`src/verilog/pacc_pkg.sv`:
```
package pacc_pkg;

    // ----------------------------------------------------------------
    // register map
    // ----------------------------------------------------------------
    localparam logic [7:0] OFS_CONTROL = 8'h20;
    localparam logic [7:0] OFS_FLAGS = 8'h21;
    localparam logic [7:0] OFS_COUNT_HIGH = 8'h22;
    localparam logic [7:0] OFS_COUNT_LOW = 8'h23;
    localparam logic [7:0] OFS_COUNT_WORD = 8'h24;
    localparam logic [7:0] OFS_TIMER_CTRL = 8'h26;

    // ----------------------------------------------------------------
    // field positions
    // ----------------------------------------------------------------
    localparam int BIT_ENABLE = 6;
    localparam int BIT_MODE = 5;
    localparam int BIT_POLARITY = 4;
    localparam int BIT_CLKSEL_HI = 3;
    localparam int BIT_CLKSEL_LO = 2;
    localparam int BIT_OVF_IRQ_EN = 1;
    localparam int BIT_EDGE_IRQ_EN = 0;
    localparam int BIT_OVF_FLAG = 1;
    localparam int BIT_EDGE_FLAG = 0;
    localparam int BIT_TIMER_EN = 7;
    localparam int BIT_FAST_CLR = 4;

    // ----------------------------------------------------------------
    // reset values and counts
    // ----------------------------------------------------------------
    localparam logic [7:0] RST_CONTROL = 8'h00;
    localparam logic [1:0] RST_FLAGS = 2'h0;
    localparam logic [15:0] RST_COUNT = 16'h0000;
    localparam logic [15:0] COUNT_MAX = 16'hffff;
    localparam int GATE_DIVIDE = 64;
    localparam int DIV_256_BITS = 8;
    localparam int DIV_65536_BITS = 16;

    typedef enum logic [1:0] {
        CLK_PRESCALER,
        CLK_ACCUM,
        CLK_ACCUM_DIV256,
        CLK_ACCUM_DIV65536
    } clk_sel_t;

    typedef struct packed {
        logic [7:0] addr;
        logic [15:0] wdata;
        logic wr;
        logic rd;
    } bus_req_t;

endpackage : pacc_pkg

```
`src/verilog/pulse_accumulator.sv`:
```
`timescale 1ns/1ps
`default_nettype none

module pulse_accumulator
(
    // clock and reset
    input wire logic mclk,
    input wire logic srst,
    // register port
    input wire logic [7:0] addr,
    input wire logic [15:0] wdata,
    input wire logic wr,
    input wire logic rd,
    output logic [15:0] rdata,
    // pins and timer side
    input wire logic shared_channel7_pin,
    input wire logic prescaler_tick,
    input wire logic prescaler_div64_tick,
    // outputs
    output logic timer_count_tick,
    output logic overflow_irq,
    output logic input_edge_irq
);

    // ----------------------------------------------------------------
    // registers
    // ----------------------------------------------------------------
    pacc_pkg::bus_req_t req;
    logic [7:0] accum_control_r;
    logic [1:0] accum_flags_r;
    logic [15:0] accum_count_r;
    logic [7:0] timer_ctrl_r;
    logic [1:0] pin_sync_r;
    logic pin_prev_r;
    logic [15:0] div_r;
    logic [15:0] count_nxt;

    assign req = '{addr: addr, wdata: wdata, wr: wr, rd: rd};

    logic accum_enable;
    logic accum_mode_select;
    logic count_polarity;
    logic main_timer_enable;
    logic fast_flag_clear;
    pacc_pkg::clk_sel_t clk_sel;
    assign accum_enable = accum_control_r[pacc_pkg::BIT_ENABLE];
    assign accum_mode_select = accum_control_r[pacc_pkg::BIT_MODE];
    assign count_polarity = accum_control_r[pacc_pkg::BIT_POLARITY];
    assign clk_sel = pacc_pkg::clk_sel_t'(
        accum_control_r[pacc_pkg::BIT_CLKSEL_HI:pacc_pkg::BIT_CLKSEL_LO]);
    assign main_timer_enable = timer_ctrl_r[pacc_pkg::BIT_TIMER_EN];
    assign fast_flag_clear = timer_ctrl_r[pacc_pkg::BIT_FAST_CLR];

    // ----------------------------------------------------------------
    // pin synchroniser and edge detect
    // ----------------------------------------------------------------
    always_ff @(posedge mclk)
    begin
        if (srst)
        begin
            pin_sync_r <= 2'h0;
            pin_prev_r <= 1'b0;
        end
        else
        begin
            pin_sync_r <= {pin_sync_r[0], shared_channel7_pin};
            pin_prev_r <= pin_sync_r[1];
        end
    end

    logic rise;
    logic fall;
    logic pin_level;
    assign pin_level = pin_sync_r[1];
    assign rise = pin_level & ~pin_prev_r;
    assign fall = ~pin_level & pin_prev_r;

    // ----------------------------------------------------------------
    // counting events
    // ----------------------------------------------------------------
    logic event_edge;
    logic gate_active;
    logic gate_trailing;
    logic count_inc;
    logic flag_edge_set;
    // event mode needs no timer clock, so it counts with the timer stopped
    assign event_edge = count_polarity ? rise : fall;
    // polarity 0 gates on high level, so the trailing edge is a fall
    assign gate_active = count_polarity ? ~pin_level : pin_level;
    assign gate_trailing = count_polarity ? rise : fall;
    always_comb
    begin
        count_inc = 1'b0;
        flag_edge_set = 1'b0;
        if (accum_enable)
        begin
            if (!accum_mode_select)
            begin
                count_inc = event_edge;
                flag_edge_set = event_edge;
            end
            else
            begin
                // div-64 tick only exists while the timer prescaler runs
                count_inc = gate_active & prescaler_div64_tick & main_timer_enable;
                flag_edge_set = gate_trailing;
            end
        end
    end

    logic count_acc;
    logic count_wr;
    assign count_acc = (req.wr | req.rd) &
        (req.addr == pacc_pkg::OFS_COUNT_WORD || req.addr == pacc_pkg::OFS_COUNT_HIGH ||
         req.addr == pacc_pkg::OFS_COUNT_LOW);
    assign count_wr = req.wr & count_acc;

    always_comb
    begin
        count_nxt = accum_count_r;
        if (count_wr && req.addr == pacc_pkg::OFS_COUNT_WORD)
            count_nxt = req.wdata;
        else if (count_wr && req.addr == pacc_pkg::OFS_COUNT_HIGH)
            count_nxt = {req.wdata[7:0], accum_count_r[7:0]};
        else if (count_wr)
            count_nxt = {accum_count_r[15:8], req.wdata[7:0]};
        else if (count_inc)
            count_nxt = accum_count_r + 16'h0001;
    end

    logic overflow_evt;
    assign overflow_evt = !count_wr && count_inc &&
        accum_count_r == pacc_pkg::COUNT_MAX;

    always_ff @(posedge mclk)
    begin
        if (srst)
            accum_count_r <= pacc_pkg::RST_COUNT;
        else
            accum_count_r <= count_nxt;
    end

    // ----------------------------------------------------------------
    // control registers
    // ----------------------------------------------------------------
    always_ff @(posedge mclk)
    begin
        if (srst)
        begin
            accum_control_r <= pacc_pkg::RST_CONTROL;
            timer_ctrl_r <= pacc_pkg::RST_CONTROL;
        end
        else if (req.wr)
        begin
            if (req.addr == pacc_pkg::OFS_CONTROL)
                accum_control_r <= {1'b0, req.wdata[6:0]};
            if (req.addr == pacc_pkg::OFS_TIMER_CTRL)
                timer_ctrl_r <= req.wdata[7:0];
        end
    end

    // ----------------------------------------------------------------
    // flags: a set in the same cycle as a clear wins
    // ----------------------------------------------------------------
    logic [1:0] flag_clr;
    logic [1:0] flag_set;
    always_comb
    begin
        flag_clr = 2'h0;
        if (req.wr && req.addr == pacc_pkg::OFS_FLAGS)
            flag_clr = req.wdata[1:0];
        if (count_acc && fast_flag_clear)
            flag_clr = 2'h3;
        flag_set = 2'h0;
        flag_set[pacc_pkg::BIT_OVF_FLAG] = overflow_evt;
        flag_set[pacc_pkg::BIT_EDGE_FLAG] = flag_edge_set;
    end

    always_ff @(posedge mclk)
    begin
        if (srst)
            accum_flags_r <= pacc_pkg::RST_FLAGS;
        else
            accum_flags_r <= (accum_flags_r & ~flag_clr) | flag_set;
    end

    // ----------------------------------------------------------------
    // interrupt requests
    // ----------------------------------------------------------------
    always_ff @(posedge mclk)
    begin
        if (srst)
        begin
            overflow_irq <= 1'b0;
            input_edge_irq <= 1'b0;
        end
        else
        begin
            overflow_irq <= accum_flags_r[pacc_pkg::BIT_OVF_FLAG] &
                accum_control_r[pacc_pkg::BIT_OVF_IRQ_EN];
            input_edge_irq <= accum_flags_r[pacc_pkg::BIT_EDGE_FLAG] &
                accum_control_r[pacc_pkg::BIT_EDGE_IRQ_EN];
        end
    end

    // ----------------------------------------------------------------
    // timer counter clock source
    // ----------------------------------------------------------------
    // divider only advances on accumulator ticks
    always_ff @(posedge mclk)
    begin
        if (srst)
            div_r <= 16'h0000;
        else if (count_inc)
            div_r <= div_r + 16'h0001;
    end

    logic tick_sel;
    always_comb
    begin
        tick_sel = prescaler_tick;
        if (accum_enable)
        begin
            case (clk_sel)
                pacc_pkg::CLK_PRESCALER: tick_sel = prescaler_tick;
                pacc_pkg::CLK_ACCUM: tick_sel = count_inc;
                pacc_pkg::CLK_ACCUM_DIV256:
                    tick_sel = count_inc && (&div_r[pacc_pkg::DIV_256_BITS-1:0]);
                pacc_pkg::CLK_ACCUM_DIV65536:
                    tick_sel = count_inc && (&div_r[pacc_pkg::DIV_65536_BITS-1:0]);
                default: tick_sel = prescaler_tick;
            endcase
        end
    end

    // selection reads the live field, so a write switches on the next cycle
    always_ff @(posedge mclk)
    begin
        if (srst)
            timer_count_tick <= 1'b0;
        else
            timer_count_tick <= tick_sel;
    end

    // ----------------------------------------------------------------
    // read data
    // ----------------------------------------------------------------
    always_ff @(posedge mclk)
    begin
        if (srst)
            rdata <= 16'h0000;
        else if (req.rd)
        begin
            case (req.addr)
                pacc_pkg::OFS_CONTROL: rdata <= {8'h00, accum_control_r};
                pacc_pkg::OFS_FLAGS: rdata <= {14'h0000, accum_flags_r};
                pacc_pkg::OFS_COUNT_HIGH: rdata <= {8'h00, accum_count_r[15:8]};
                pacc_pkg::OFS_COUNT_LOW: rdata <= {8'h00, accum_count_r[7:0]};
                pacc_pkg::OFS_COUNT_WORD: rdata <= accum_count_r;
                pacc_pkg::OFS_TIMER_CTRL: rdata <= {8'h00, timer_ctrl_r};
                default: rdata <= 16'h0000;
            endcase
        end
        else
            rdata <= 16'h0000;
    end

endmodule : pulse_accumulator

`default_nettype wire

```
`config.mk`:
```
export PLATFORM = sky130hd
export DESIGN_NAME = pulse_accumulator
export DESIGN_NICKNAME = d
export VERILOG_FILES = /design/src/verilog/pacc_pkg.sv /design/src/verilog/pulse_accumulator.sv
export SDC_FILE = /design/constraint.sdc
export NUM_CORES = 1
export LEC_CHECK = 0
export ABC_AREA = 0
export BUFFER_PORTS_ARGS = -buffer_cell sky130_fd_sc_hd__buf_2
export CORE_ASPECT_RATIO = 0.9
export CORE_MARGIN = 4
export CORE_UTILIZATION = 50
export CTS_BUF_LIST = sky130_fd_sc_hd__clkbuf_8
export DETAILED_ROUTE_END_ITERATION = 10
export GPL_TIMING_DRIVEN = 0
export HOLD_SLACK_MARGIN = 0.05
export PLACE_DENSITY = 0.69
export SLEW_MARGIN = 30
export SYNTH_ARGS = -nofsm -noshare
export SYNTH_HDL_FRONTEND = slang
export SYNTH_SLANG_ARGS = --single-unit
```
`constraint.sdc`:
```
create_clock -name mclk -period 2.6 [get_ports mclk]
set_clock_uncertainty 0.1 [all_clocks]
set_input_delay 0 -clock mclk [delete_from_list [all_inputs] [get_ports mclk]]
set_output_delay 0 -clock mclk [all_outputs]
set_load 0.01 [all_outputs]
```
======== Word-level counts from Yosys, hierarchy flattened ========
Cells that the tools add are included.
cells by class
  bitwise operators ....................... 15
  $add $sub $neg .......................... 2
  muxes and demuxes ....................... 14
  div/mod/pow operators ................... 0
  magnitude comparators ................... 0
  reduce and logical (&&, ||, !) cells .... 21
  multiply operators ...................... 0
  eq/ne operators ......................... 12
  shift-type cells ........................ 0
operator list
  cell                   count
  $pmux 16 s6            1
  $mux 16                4
  $eq 8x6->1 const B     6
  $add 16x1->16 const B  2
  $eq 16x16->1 const B   1
  $reduce_and 16->1      1
  $and 1x1->1            8
  $logic_and 1x1->1      8
  $reduce_and 2->1       4
  $reduce_and 8->1       1
  $mux 1                 6
  $reduce_bool 3->1      2
  $eq 2x2->1 const B     2
  $mux 2                 2
  $pmux 1 s4             1
  $ne 3x1->1 const B     1
  $not 1->1              3
  $and 2x2->2            1
  $eq 2x1->1 const B     1
  $logic_not 2->1        1
  $logic_or 1x1->1       2
  $ne 2x2->1 const B     1
  $not 2->2              1
  $or 2x2->2             1
  other kinds (3)        3
storage, ports and cells
  bits in read-only memories .............. 0
  logic and storage cells ................. 76
  register bits after elaboration ......... 71
  memories ................................ 0
  output and inout bits ................... 19
  bits in latches ......................... 0
  bits of input ports ..................... 31
  memory bits (writable) .................. 0

======== Logic depth before layout (Yosys ltp) ========
  depth in word-level cells ............... 10
  depth in mapped cells ................... 8
  gate-level depth less buffers ........... 6

======== Least setup slack after synthesis ========
OpenSTA, ideal clock, no wires.
  path kind ............................... reg2reg
  from .................................... register pin_sync_r[1]
  to ...................................... register div_r[15]
  data required time ...................... 2,377 ps
  path slack .............................. 505 ps
  arrival time ............................ 1,871 ps
  path buffers ............................ 2
  library setup time ...................... 123 ps
  period minus slack after synthesis ...... 2,095 ps
  stages on the path, launching flop included .. 8
  cell sequence ........................... dfxtp_1 buf_2 and4bb_2 a211oi_2 or3_1 clkbuf_2 nor4_1 mux2_1
between the ends
  word-level cells in the longest chain between the ends .. 6
  elaborated cells between the ends (all ways) .. 9
  classes of those cells .................. mux (4); bitwise (5)
ends and longest elaborated chain
  element                    line                                              source
  start, declared            pulse_accumulator.sv:33                           logic [1:0] pin_sync_r;
  start signal, assigned     pulse_accumulator.sv:66                           pin_sync_r <= {pin_sync_r[0], shared_channel7_pin};
  $not 1->1                  pulse_accumulator.sv:76, pulse_accumulator.sv:89
  $mux 1                     pulse_accumulator.sv:89                           assign gate_active = count_polarity ? ~pin_level : pin_level;
  $and 1x1->1 (2 in series)  pulse_accumulator.sv:105                          count_inc = gate_active & prescaler_div64_tick & main_timer_enable;
  $mux 1 (*)                 pulse_accumulator.sv:97                           if (!accum_mode_select)
  $mux 1 (*)                 pulse_accumulator.sv:95                           if (accum_enable)
  end signal, assigned       pulse_accumulator.sv:215                          div_r <= div_r + 16'h0001;
  end, declared              pulse_accumulator.sv:35                           logic [15:0] div_r;
Every way passes the cells marked *; elsewhere a longest branch is shown, timed or not.
A chain may end at the register's enable or synchronous reset.

======== Worst setup path in the final report ========
  from .................................... register pin_sync_r[1]
  to ...................................... register accum_count_r[11]
between the ends
  word-level cells in the longest chain between the ends .. 8
  elaborated cells between the ends (all ways) .. 11
  classes of those cells .................. mux (4); bitwise (5); reduce/logical (2)
ends and longest elaborated chain
  element                          line                                              source
  $not 1->1                        pulse_accumulator.sv:76, pulse_accumulator.sv:89
  $mux 1                           pulse_accumulator.sv:89
  $and 1x1->1 (2 in series)        pulse_accumulator.sv:105
  $mux 1 (*)                       pulse_accumulator.sv:97
  $mux 1 (*)                       pulse_accumulator.sv:95
  $reduce_bool 3->1 (no line) (*)  -
  $reduce_and 2->1 (no line) (*)   -
  end signal, assigned             pulse_accumulator.sv:138                          accum_count_r <= pacc_pkg::RST_COUNT;
  end signal, assigned             pulse_accumulator.sv:140                          accum_count_r <= count_nxt;
  end, declared                    pulse_accumulator.sv:31                           logic [15:0] accum_count_r;
Marked as above.

==> impl_metrics.csv <==
group,metric,value,unit
clock_network,cts_buffers,9,
clock_network,number_of_instances_resized_during_post_cts_repair,0,
power,intPower,1.69,mW
global_routing,grt_pass1_vias,3364,
worst_hold_path,min_path_type,"in -> reg",
power,irDropWorstVdd,294,uV
global_routing,grt_max_degree,15,
place,place.gp.congestion,0.888,
global_routing,antenna_found_initial,0,
layout,post-route-util,0.626,
worst_setup_path,slowest_stage,"sky130_fd_sc_hd__a31oi_1",
worst_setup_path,critical_path.endpoint_type,"register",
clock_network,cts_tree,"built",
global_routing,grt_util_all_layers,0.253,
power,power.density_cell_area,507,mW/mm2
sta,hold_viol,0,
worst_setup_path,worst_ep_required_time,2.72,ns
worst_setup_path,critical_path.startpoint,"pin_sync_r[1]",
logic_synthesis,yosys-top-cells-area,"sky130_fd_sc_hd__dfxtp_1 39%, sky130_fd_sc_hd__a21oi_1 3.9%, sky130_fd_sc_hd__nor2_1 3.5%",
sta,timing_max_transition_violations_final,0,
logic_synthesis,post-synth-top-area-cell,"sky130_fd_sc_hd__dfxtp_1",
worst_setup_path,worst_path_max_fanout,10,
routing,detailroute.via_count,3620,
place,placement.io_buffers,46,
logic_synthesis,mean_instance_size_in_the_synthesized_netlist,8.74,um2
logic_synthesis,synth-seq-cells,71,
worst_setup_path,cp_data_arrival_time,2.60,ns
logic_synthesis,post_synth_instance_area,0.00363,mm2
power,swShare,0.241,
status,status,"complete, no violations",
worst_setup_path,slowest_delay,0.60,ns
die,start_util,0.515,
clock_network,root_buffer,"sky130_fd_sc_hd__clkbuf_8",
logic_synthesis,synth_enable_flop_cells,0,
routing,ant_nets,0,
global_routing,grt_pass1_wl,17.3,mm
routing,drc,0,
logic_synthesis,synth_largest_type_area_fraction,0.392,
clock_network,cts_max_level,3,
logic_synthesis,ys_dominant_reg_cell,"sky130_fd_sc_hd__dfxtp_1",
power,report.power.total,2.23,mW
routing,drt_pre_antenna_iters,7,
logic_synthesis,portion_of_the_post_synthesis_area_used_by_sequential_elements,0.392,
die,dieArea,0.00868,mm2
worst_setup_path,worst-r2r-setup-slack,0.12,ns
worst_setup_path,path_common_cell,"sky130_fd_sc_hd__buf_2",
die,die_height,88.8,um
worst_setup_path,worst-r2r-cell-count,7,
sta,final-setup-viol-count,0,
sta,hold_slack,0.0867,ns
clock_network,cts.clk_slew.worst_paths,0.08,ns
logic_synthesis,netlist-cell-type-count,65,
place,numPlacedInstances,554,
logic_synthesis,synthCells,415,
power,power.leakage,1.64,nW
clock_network,cts_buffer_depth,2,
worst_setup_path,termination_of_the_worst_setup_path,"accum_count_r[11]",
die,die_width,97.8,um
sta,max_freq,403,MHz
power,clock_network_fraction_of_design_power,0.452,
layout,count_of_placed_standard_cells_in_the_final_layout_fillers_left_out,591,
routing,post_detailed_route_wirelength_per_cell,17.9,um
worst_setup_path,start_kind,"register",
sta,worst_pin_slew,0.921,ns
layout,n_antenna_cell,0,
layout,fraction_of_final_layout_cells_with_drive_strength_greater_than_1,0.191,
sta,unrepaired_setup_endpoints_after_global_routing,"yes",
power,net-switching-power,0.539,mW
sta,post-route-period-util,0.954,
worst_setup_path,critical_path.top_delay_family,"compound AO/OA/AOI/OAI gates",
worst_setup_path,crit_chain,"buf_2 > and4bb_2 > a211o_1 > a31oi_1 > or2_1 > buf_2 > o31ai_1",
clock_network,cts.sinks,71,
layout,area_growth_syn_to_layout,21.5,%
flow_run,timing.max_cap.violations,0,
logic_synthesis,synthArstFlopShare,0,
sta,period_minus_ws_final,2.48,ns
worst_setup_path,cp.buffers_inverters,2,
worst_setup_path,path_depth,7,
worst_setup_path,crit-reg2reg-launch,"pin_sync_r[1]",
logic_synthesis,yosysWarnings,0,
sta,slew_headroom,0.381,
power,combinationalPowerShare,0.060,
global_routing,globalRouteOverflowTotal,0,
worst_setup_path,worstReg2RegEnd,"accum_count_r[11]",
place,detailed_place_hpwl,7.39,mm
routing,routed_wirelength,10.6,mm
power,p_seq_frac,0.488,
worst_setup_path,critical_path_class,"reg -> reg",
die,core-area,0.00704,mm2
die,io-pin-count,50,
layout,fin_nets,526,
logic_synthesis,synth_nets,448,
routing,vias_per_cell,6.13,
clock_network,clk_latency,0.36,ns
die,rows,29,
routing,detailedRoute.firstIterationViolations,300,
worst min path at each step:
stage | startpoint | to | slack, ns | cells past startpoint
finish | srst | div_r[15] | 0.09 | 3
detailed placement | shared_channel7_pin | pin_sync_r[0] | 0.12 | 2
floorplan | shared_channel7_pin | pin_sync_r[0] | 0.03 | 1
CTS | addr[3] | rdata[7] | 0.07 | 4
global route | addr[3] | rdata[7] | 0.11 | 4
global placement | shared_channel7_pin | pin_sync_r[0] | 0.11 | 2
worst reg2reg max path, stage by stage, from the launching register on:
cell and delay, ns:
sky130_fd_sc_hd__dfxtp_1 0.31, sky130_fd_sc_hd__buf_2 0.19, sky130_fd_sc_hd__and4bb_2 0.28, sky130_fd_sc_hd__a211o_1 0.38, sky130_fd_sc_hd__a31oi_1 0.60, sky130_fd_sc_hd__or2_1 0.19, sky130_fd_sc_hd__buf_2 0.18, sky130_fd_sc_hd__o31ai_1 0.10
what timing repair did:
item / CTS / global route
buffers inserted: 0 / 0
setup endpoints to repair: 0 / 8
hold buffers: 21 / 0
hold endpoints to repair: 43 / 0
metal layers:
metal,global-route usage,wire [um],vias to the layer above
li1,-,-,1734
met1,0.353,4740,1664
met2,0.385,4470,195
met3,0.0559,1050,27
met4,0.0994,294,0
met5,0,0,-
cells in the mapped netlist (3+ instances only):
| cell type | count |
|---|---|
| sky130_fd_sc_hd__a222oi_1 | 5 |
| sky130_fd_sc_hd__nand3_1 | 21 |
| sky130_fd_sc_hd__nor2_1 | 34 |
| sky130_fd_sc_hd__o21ai_0 | 6 |
| sky130_fd_sc_hd__mux2i_1 | 9 |
| sky130_fd_sc_hd__xor2_1 | 5 |
| sky130_fd_sc_hd__dfxtp_1 | 71 |
| sky130_fd_sc_hd__inv_1 | 9 |
| sky130_fd_sc_hd__nor3_1 | 8 |
| sky130_fd_sc_hd__nor4b_1 | 3 |
| sky130_fd_sc_hd__o311ai_0 | 13 |
| sky130_fd_sc_hd__and3_1 | 6 |
| sky130_fd_sc_hd__nor3b_1 | 6 |
| sky130_fd_sc_hd__nor2b_1 | 8 |
| sky130_fd_sc_hd__a22oi_1 | 4 |
| sky130_fd_sc_hd__buf_2 | 12 |
| sky130_fd_sc_hd__clkbuf_1 | 12 |
| sky130_fd_sc_hd__mux2_2 | 7 |
| sky130_fd_sc_hd__nor4_1 | 9 |
| sky130_fd_sc_hd__o31ai_1 | 16 |
| sky130_fd_sc_hd__xnor2_1 | 4 |
| sky130_fd_sc_hd__or4_1 | 6 |
| sky130_fd_sc_hd__o211a_1 | 3 |
| sky130_fd_sc_hd__nand2b_1 | 3 |
| sky130_fd_sc_hd__nand2_1 | 30 |
| sky130_fd_sc_hd__a31oi_1 | 6 |
| sky130_fd_sc_hd__a221oi_1 | 4 |
| sky130_fd_sc_hd__a21oi_1 | 28 |
| sky130_fd_sc_hd__and4_1 | 5 |
| sky130_fd_sc_hd__and2_1 | 10 |
| sky130_fd_sc_hd__or3_1 | 4 |
| sky130_fd_sc_hd__nand4_1 | 8 |
state kept, by name, summed over array words and instances (netlist names):
signal and count:
accum_control_r 7, accum_count_r 16, accum_flags_r 2, div_r 16, input_edge_irq 1, overflow_irq 1, pin_prev_r 1, pin_sync_r 2
rdata 16, timer_count_tick 1, timer_ctrl_r 8
kinds of logic after synthesis:
logic type | Yosys count | synth area share
fa+ha+maj | 2 | 0.00690
mux | 17 | 0.0497
flops | 71 | 0.392
simple gates | 174 | 0.274
compound gates | 104 | 0.212
xor+xnor | 9 | 0.0217
buf+inv | 38 | 0.0442
through the flow:
step | area, um2 | setup TNS [ns] | setup WS, ns
after floorplan | 3630 | 0 | 0.505
after global placement | 3970 | 0 | 0.191
after detailed placement | 3970 | 0 | 0.161
after CTS | 4410 | 0 | 0.155
after global routing | 4410 | -0.0793 | -0.0176
final | 4410 | 0 | 0.119
placed cells by master, fill, tap and decap left out, drive strengths merged, types with 4 or more instances in the layout:
master / synthesis / layout
nand3: 21 / 21
a22oi: 4 / 4
and2: 10 / 10
o21ai: 7 / 7
xnor2: 4 / 4
mux2: 8 / 8
buf: 14 / 60
o31ai: 16 / 16
clkbuf: 14 / 23
or4: 6 / 6
mux2i: 9 / 9
and3: 6 / 6
xor2: 5 / 5
nor3b: 6 / 6
and4: 5 / 5
nor3: 8 / 8
nor4: 11 / 11
nor4b: 5 / 5
nor2: 34 / 34
nand2: 30 / 30
a21oi: 28 / 28
o311ai: 13 / 13
nor2b: 8 / 8
inv: 9 / 12
a222oi: 5 / 5
dlygate4sd3: 0 / 21
nand4: 9 / 9
dfxtp: 71 / 71
a221oi: 5 / 5
a31oi: 6 / 6
or3: 5 / 5
power by group through the flow:
stage | logic [mW] | registers [mW] | clock network (mW)
after floorplan | 0.0512 | 1.12 | 0
after global placement | 0.106 | 1.12 | 0
after detailed placement | 0.107 | 1.12 | 0
after CTS | 0.131 | 1.09 | 1.02
after global routing | 0.144 | 1.09 | 1.06
final | 0.134 | 1.09 | 1.01
final cells by class:
class | instances | area [um2]
fillers | 646 | 2630
inverters | 10 | 37.5
repair buffers | 67 | 440
plain buffers | 28 | 123
clock inverters | 7 | 100
multi-input cells | 306 | 2040
clock buffers | 9 | 124
flip-flops and latches | 71 | 1420
well taps | 93 | 116
Power figures use the tool's default switching activity.
